<file path="src/hdl/ips_consts.vh">
// Constants for the IIR product-sum unit
// Assumes inclusion by bare name from the unit's design files
`ifndef IPS_CONSTS_VH
`define IPS_CONSTS_VH

// ==========================================================
// Data widths
`define IPS_DW        16
`define IPS_AW        40
`define IPS_MEMW      4

// ==========================================================
// Storage select codes for the load port
`define IPS_SEL_A     2'h0
`define IPS_SEL_B     2'h1
`define IPS_SEL_X     2'h2
`define IPS_SEL_Y     2'h3

// ==========================================================
// Scaling and clipping
`define IPS_FRAC      5'h0F
`define IPS_SH12      5'h13
`define IPS_SH10      5'h15
`define IPS_MAX16     40'h0000007FFF
`define IPS_MAX12     40'h00000007FF
`define IPS_MAX10     40'h00000001FF

// ==========================================================
// Reset values
`define IPS_RES_RST   16'h0000
`define IPS_ACC_RST   40'h0000000000

`endif

</file>
<file path="src/hdl/ips_core_dummy_never.v">
// Holds no logic: the unit is ips_core with its round and clip stage ips_sat
// Assumes nothing of its surroundings

</file>
<file path="src/hdl/ips_sat.v">
// Round and clip stage of the IIR product-sum unit
// Assumes a signed accumulator with fifteen fraction bits; purely combinational
`timescale 1ns/1ps
`include "ips_consts.vh"

module ips_sat (
  acc,
  rnd_en,
  width12,
  res
);
  input  wire signed [39:0] acc;
  input  wire               rnd_en;
  input  wire               width12;
  output reg         [15:0] res;

  reg         [4:0]  sh;
  reg  signed [39:0] rnd;
  reg  signed [39:0] shv;
  reg  signed [39:0] lim;

  // ========================================================
  // Rounding, scaling and saturation
  always @* begin
    sh  = rnd_en ? (width12 ? `IPS_SH12 : `IPS_SH10) : `IPS_FRAC;
    lim = rnd_en ? (width12 ? `IPS_MAX12 : `IPS_MAX10) : `IPS_MAX16;
    rnd = acc;
    if (rnd_en) begin
      rnd = acc + (40'sh0000000001 <<< (sh - 5'h01));
    end
    shv = rnd >>> sh;
    if (shv > lim) begin
      shv = lim;
    end else if (shv < -lim - 40'sh0000000001) begin
      shv = -lim - 40'sh0000000001;
    end
    res = shv[15:0];
  end

endmodule // ips_sat

</file>
<file path="src/hdl/ips_core.v">
// IIR product-sum engine: four banks of coefficients and variables
// Assumes load port and control come from logic on ref_clk; one clock, async reset
//
// Contract
// - Result is sum of B times Y plus sum of A times X.
// - Operands are 16-bit; storage is four independent banks.
// - B.Y terms and A.X terms each programmable from one to four.
// - Optional rounding and saturation to 10 or 12 bits.
// - Concatenated banks pass each section result to the next bank's variables.
// - Operation takes (M+N+1) times B plus 1 clock cycles.
`timescale 1ns/1ps
`include "ips_consts.vh"

module ips_core (
  ref_clk,
  rst,
  ld_en,
  ld_sel,
  ld_bank,
  ld_idx,
  ld_data,
  start,
  m_terms,
  n_terms,
  num_banks,
  cascade_en,
  rnd_en,
  width12,
  busy_ff,
  done_ff,
  result_ff
);
  // ========================================================
  // Clock, reset, load port and control inputs
  input  wire        ref_clk;
  input  wire        rst;
  input  wire        ld_en;
  input  wire [1:0]  ld_sel;
  input  wire [1:0]  ld_bank;
  input  wire [1:0]  ld_idx;
  input  wire [15:0] ld_data;
  input  wire        start;
  input  wire [1:0]  m_terms;
  input  wire [1:0]  n_terms;
  input  wire [1:0]  num_banks;
  input  wire        cascade_en;
  input  wire        rnd_en;
  input  wire        width12;

  // ========================================================
  // Status and result outputs
  output reg         busy_ff;
  output reg         done_ff;
  output reg  [15:0] result_ff;

  // ========================================================
  // Sequencer states, one-hot
  localparam [3:0] ST_IDLE = 4'h1;
  localparam [3:0] ST_MAC  = 4'h2;
  localparam [3:0] ST_SEC  = 4'h4;
  localparam [3:0] ST_LAST = 4'h8;

  // ========================================================
  // Operand storage, one array per operand kind
  reg         [15:0] mem_a [0:15];
  reg         [15:0] mem_b [0:15];
  reg         [15:0] mem_x [0:15];
  reg         [15:0] mem_y [0:15];

  // ========================================================
  // Sequencer state and configuration captured at start
  reg         [3:0]  state_ff;
  reg         [1:0]  bank_ff;
  reg         [2:0]  term_ff;
  reg  signed [39:0] acc_ff;
  reg         [1:0]  m_ff;
  reg         [1:0]  n_ff;
  reg         [1:0]  nb_ff;
  reg                casc_ff;
  reg                rnd_ff;
  reg                w12_ff;

  // ========================================================
  // Datapath nets
  reg                is_b;
  reg         [1:0]  idx;
  reg  signed [31:0] prod;
  wire        [15:0] sec_res;
  wire        [1:0]  nxt_bank;
  wire               last_term;

  // ========================================================
  // Storage address: bank in upper bits, term in lower bits
  function [3:0] fn_addr;
    input [1:0] bank;
    input [1:0] pos;
    begin
      fn_addr = {bank, pos};
    end
  endfunction

  // ========================================================
  // Bank stepping and end of section
  assign nxt_bank  = bank_ff + 2'h1;
  assign last_term = (term_ff == ({1'b0, m_ff} + {1'b0, n_ff} + 3'h1));

  // ========================================================
  // Term selection and product
  always @* begin
    is_b = (term_ff <= {1'b0, m_ff});
    idx  = is_b ? term_ff[1:0] : (term_ff[1:0] - m_ff - 2'h1);
    if (is_b) begin
      prod = $signed(mem_b[fn_addr(bank_ff, idx)])
           * $signed(mem_y[fn_addr(bank_ff, idx)]);
    end else begin
      prod = $signed(mem_a[fn_addr(bank_ff, idx)])
           * $signed(mem_x[fn_addr(bank_ff, idx)]);
    end
  end

  // ========================================================
  // Round and clip of the section sum
  ips_sat u_sat (
    .acc     (acc_ff),
    .rnd_en  (rnd_ff),
    .width12 (w12_ff),
    .res     (sec_res)
  );

  // ========================================================
  // Storage writes: load port when idle, cascade when running
  always @(posedge ref_clk) begin
    if (ld_en && (state_ff == ST_IDLE)) begin
      case (ld_sel)
        `IPS_SEL_A: begin
          mem_a[fn_addr(ld_bank, ld_idx)] <= ld_data;
        end
        `IPS_SEL_B: begin
          mem_b[fn_addr(ld_bank, ld_idx)] <= ld_data;
        end
        `IPS_SEL_X: begin
          mem_x[fn_addr(ld_bank, ld_idx)] <= ld_data;
        end
        default: begin
          mem_y[fn_addr(ld_bank, ld_idx)] <= ld_data;
        end
      endcase
    end else if ((state_ff == ST_SEC) && casc_ff && (bank_ff != nb_ff)) begin
      mem_x[fn_addr(nxt_bank, 2'h3)] <= mem_x[fn_addr(nxt_bank, 2'h2)];
      mem_x[fn_addr(nxt_bank, 2'h2)] <= mem_x[fn_addr(nxt_bank, 2'h1)];
      mem_x[fn_addr(nxt_bank, 2'h1)] <= mem_x[fn_addr(nxt_bank, 2'h0)];
      mem_x[fn_addr(nxt_bank, 2'h0)] <= sec_res;
    end
  end

  // ========================================================
  // Sequencer
  always @(posedge ref_clk or posedge rst) begin
    if (rst) begin
      state_ff  <= ST_IDLE;
      bank_ff   <= 2'h0;
      term_ff   <= 3'h0;
      acc_ff    <= `IPS_ACC_RST;
      m_ff      <= 2'h0;
      n_ff      <= 2'h0;
      nb_ff     <= 2'h0;
      casc_ff   <= 1'b0;
      rnd_ff    <= 1'b0;
      w12_ff    <= 1'b0;
      busy_ff   <= 1'b0;
      done_ff   <= 1'b0;
      result_ff <= `IPS_RES_RST;
    end else begin
      done_ff <= 1'b0;
      case (state_ff)
        ST_IDLE: begin
          if (start) begin
            m_ff     <= m_terms;
            n_ff     <= n_terms;
            nb_ff    <= num_banks;
            casc_ff  <= cascade_en;
            rnd_ff   <= rnd_en;
            w12_ff   <= width12;
            bank_ff  <= 2'h0;
            term_ff  <= 3'h0;
            acc_ff   <= `IPS_ACC_RST;
            busy_ff  <= 1'b1;
            state_ff <= ST_MAC;
          end
        end
        ST_MAC: begin
          acc_ff  <= acc_ff + {{8{prod[31]}}, prod};
          term_ff <= term_ff + 3'h1;
          if (last_term) begin
            state_ff <= ST_SEC;
          end
        end
        ST_SEC: begin
          result_ff <= sec_res;
          acc_ff    <= `IPS_ACC_RST;
          term_ff   <= 3'h0;
          if (bank_ff == nb_ff) begin
            state_ff <= ST_LAST;
          end else begin
            bank_ff  <= nxt_bank;
            state_ff <= ST_MAC;
          end
        end
        ST_LAST: begin
          busy_ff  <= 1'b0;
          done_ff  <= 1'b1;
          state_ff <= ST_IDLE;
        end
        default: begin
          state_ff <= ST_IDLE;
          busy_ff  <= 1'b0;
        end
      endcase
    end
  end

endmodule // ips_core

</file>
<file path="config.mk">
export PLATFORM = sky130hd
export DESIGN_NAME = ips_core
export DESIGN_NICKNAME = d
export VERILOG_FILES = /design/src/hdl/ips_core_dummy_never.v /design/src/hdl/ips_sat.v /design/src/hdl/ips_core.v
export VERILOG_INCLUDE_DIRS = /design/src /design/src/hdl
export SDC_FILE = /design/constraint.sdc
export NUM_CORES = 2
export LEC_CHECK = 0
export ABC_AREA = 1
export BUFFER_PORTS_ARGS = -buffer_cell sky130_fd_sc_hd__buf_2
export CELL_PAD_IN_SITES_DETAIL_PLACEMENT = 0
export CELL_PAD_IN_SITES_GLOBAL_PLACEMENT = 1
export CORE_UTILIZATION = 45
export DETAILED_ROUTE_END_ITERATION = 8
export GPL_ROUTABILITY_DRIVEN = 1
export PLACE_DENSITY_LB_ADDON = 0.1
export SLEW_MARGIN = 20
export SYNTH_ARGS = -nofsm -noshare
export SYNTH_HDL_FRONTEND = slang
export SYNTH_SLANG_ARGS = --single-unit
</file>
<file path="constraint.sdc">
create_clock -name ref_clk -period 25.2 [get_ports ref_clk]
set_input_delay 1.26 -clock ref_clk [delete_from_list [all_inputs] [get_ports ref_clk]]
set_output_delay 1.26 -clock ref_clk [all_outputs]
set_load 0.005 [all_outputs]
</file>
==> results.yml <==
route:
  drtIter0Drc: 4997
  ant_nets: 0
  vias: 54467
  drt-total-wl_um: 227300
  routed_via_density: 5.561
  dr.pass1.iters: 7
  wl_per_cell_um: 23.21
  drc: 0
worst_setup_path:
  endpoint: "acc_ff[36]"
  worstSetupPathType: "reg2reg"
  crit_fanout: 121
  rrSetupSlack_ps: 11390
  start_kind: "flop"
  path_common_cell: "nand2_1"
  required_ps: 25780
  crit_path_top_delay_cell: "buf_4"
  crit_arrival_ps: 14380
  r2r-start: "term_ff[0]"
  r2r_end: "acc_ff[36]"
  max_stage_delay_ps: 730
  rr_worst_depth: 58
  end_kind: "flop"
  startpoint: "term_ff[0]"
grt:
  grt_remaining_overflow: 0
  grt_pass1_vias: 54114
  antenna_found_initial: 2
  grt_usage: 0.2836
  grt_max_degree: 187
  grt_pass1_wl_um: 344600
clock_network:
  post_cts_resized: 0
  insertion_delay_ps: 760
  clock_path_buffers: 3
  cts_made_buffers: 119
  cts_sinks: 1100
  clk_pin_slew_ps: 60
  htree_levels: 3
  cts_tree: "yes"
  cts-root-buf: "clkbuf_16"
  ctsHoldBuffers: 0
  post_cts_buffers: 0
yosys:
  synth_top_family_by_area: "simple AND/OR/NAND/NOR gates"
  synthMuxAreaShare: 0.001173
  yosys_most_used_dff: "edfxtp_1"
  synth_area_leaders: "edfxtp_1, fa_1, nand2_1"
  synth.largest_area_cell: "edfxtp_1"
  async_flop_share: 0.06909
  synth_xor_area_frac: 0.006130
  synth-compound-area-share: 0.06349
  seq_area_frac_synth: 0.4571
  yosysTopAreaCellShare: 0.4304
  syn_avg_cell_area_sq_um: 9.314
  synthSimpleGateAreaFrac: 0.2155
  synth-adder-area-share: 0.1893
  netlist_area_sq_um: 71440
  synth_edf_count: 1024
  synthDistinctLibCells: 59
  yosys_warnings: 0
  synth_cells: 7670
  ys_seq_elements: 1100
final_layout:
  drive_gt1_frac: 0.05844
  final_cells: 9794
  num-nets-final: 8434
  synthToLayoutAreaGrowth_pct: 9.013
  nFillCells: 14657
die:
  rows: 145
  fp.dieH_um: 400.4
  core-area_sq_um: 156900
  ios: 53
  die_area_sq_um: 160400
  die_x_um: 400.4
  start_util: 0.4552
sta:
  fmax_mhz: 72.43
  hold_viol_final: 0
  slew_violations: 0
  fin_setup_tns_ps: 0
  rsz0062_at_grt: "false"
  whs_ps: 428.6
  finalCriticalPeriod_ps: 13810
  post-route-period-util: 0.5479
  relSlewSlack: 0.2274
  setup_viol: 0
  fin_skew_ps: 53.85
  worst_pin_slew_ps: 1158
place:
  gp_congestion: 0.9016
  dp.cells: 9572
  numPortBuffers: 52
  dpl.hpwl_um: 152500
worst_hold_path:
  min_path_type: "in2async"
status:
  status: "finished clean"
job:
  max-cap-violations: 0
layout by cell type (no fill, tap or decap), drive strengths merged, types with 10 or more instances in the layout:
master,n
conb,12
o211ai,15
xor2,24
a21oi,248
a32o,42
a31oi,23
buf,175
dfrtp,75
inv,875
nor4,10
nor2,542
clkbuf,147
clkinv,76
nand3,973
fa,528
or2,18
o22ai,13
ha,236
xnor2,26
edfxtp,1024
nor3,21
nand2,2124
o21ai,403
nand4,10
a211oi,13
cells by family (layout without fill, tap and decap cells):
kind of cell	after synthesis	after routing
xor gates and xnor gates	50	50
and+or+nand+nor	3708	3708
buffers and inverters	1231	1284
AOI/OAI and AO/OA	808	808
DFF	1100	1100
muxes	8	8
adders and majority gates	764	764
other	1	14
worst min path at each step:
| stage | endpoint | slack [ps] | startpoint |
|---|---|---|---|
| 3_3_place_gp | result_ff[9] | 460 | result_ff[9] |
| 4_1_cts | w12_ff | 390 | rst |
| 5_1_grt | result_ff[9] | 430 | rst |
| 6_report | result_ff[14] | 430 | rst |
| 2_1_floorplan | done_ff | 430 | state_ff[2] |
| 3_5_place_dp | result_ff[13] | 470 | result_ff[13] |
synthesized netlist by cell type, types with 8 or more instances:
master and instances:
fa_1 528, nor3_1 20, clkinv_1 15, nand2_1 2110, clkbuf_1 175, nor4_1 10, inv_1 869, edfxtp_1 1024
a32o_1 42, buf_2 134, buf_1 30, o21a_1 9, o22ai_1 13, a21oi_1 248, nor2_1 536, a21o_1 8
a31oi_1 23, nand2_2 11, xnor2_1 26, a211oi_1 13, dfrtp_1 75, ha_1 236, nand4_1 10, nand3_1 967
o21ai_0 393, or2_2 18, xor2_1 24, o211ai_1 15, o21ai_1 8
flip-flops by register name, summed over array words and instances (netlist names):
register	cells
done_ff	1
bank_ff	2
result_ff	16
n_ff	2
busy_ff	1
w12_ff	1
casc_ff	1
acc_ff	40
rnd_ff	1
mem_y	256
nb_ff	2
mem_b	256
mem_a	256
state_ff	4
term_ff	3
m_ff	2
mem_x	256
worst max-delay path, delay by kind of cell, from the launching register on:
kind,cells,cell delay (ps)
compound gates,9,1480
fa+ha+maj,9,4130
buf+inv,14,4050
flops,1,450
simple gates,26,3260
metal layers:
layer  track usage  vias to the layer above  part of all wire
met5             0                        -          0.000097
met4       0.08408                        4             0.030
met3       0.03442                      341             0.062
met2        0.4624                     1810              0.47
met1        0.3973                    27060              0.44
li1              -                    25252                 -
final cells by class:
cell class                 count  area [sq um]  area share
multi-input combinational   5350         34220      0.4394
antenna                        2         5.005  0.00006426
timing repair buffer         175          1246     0.01600
clock inverter                73         694.4    0.008917
sequential                  1100         32660      0.4194
clock buffer                 147          3114     0.03999
inverter                     889          3362     0.04317
tap                         2058          2575     0.03306
stage by stage:
| step | area (sq um) | worst slack, ps | util |
|---|---|---|---|
| floorplan | 71480 | 16250 | - |
| global placement | 74020 | 11590 | 0.4717 |
| detailed placement | 74050 | 11530 | 0.4718 |
| CTS | 77850 | 11480 | 0.4961 |
| global route | 77870 | 10390 | 0.4962 |
| finish | 77880 | 11390 | 0.4963 |
Power is not shown: default switching activity piles up to over one toggle a cycle in this logic, so the estimate is an artifact.
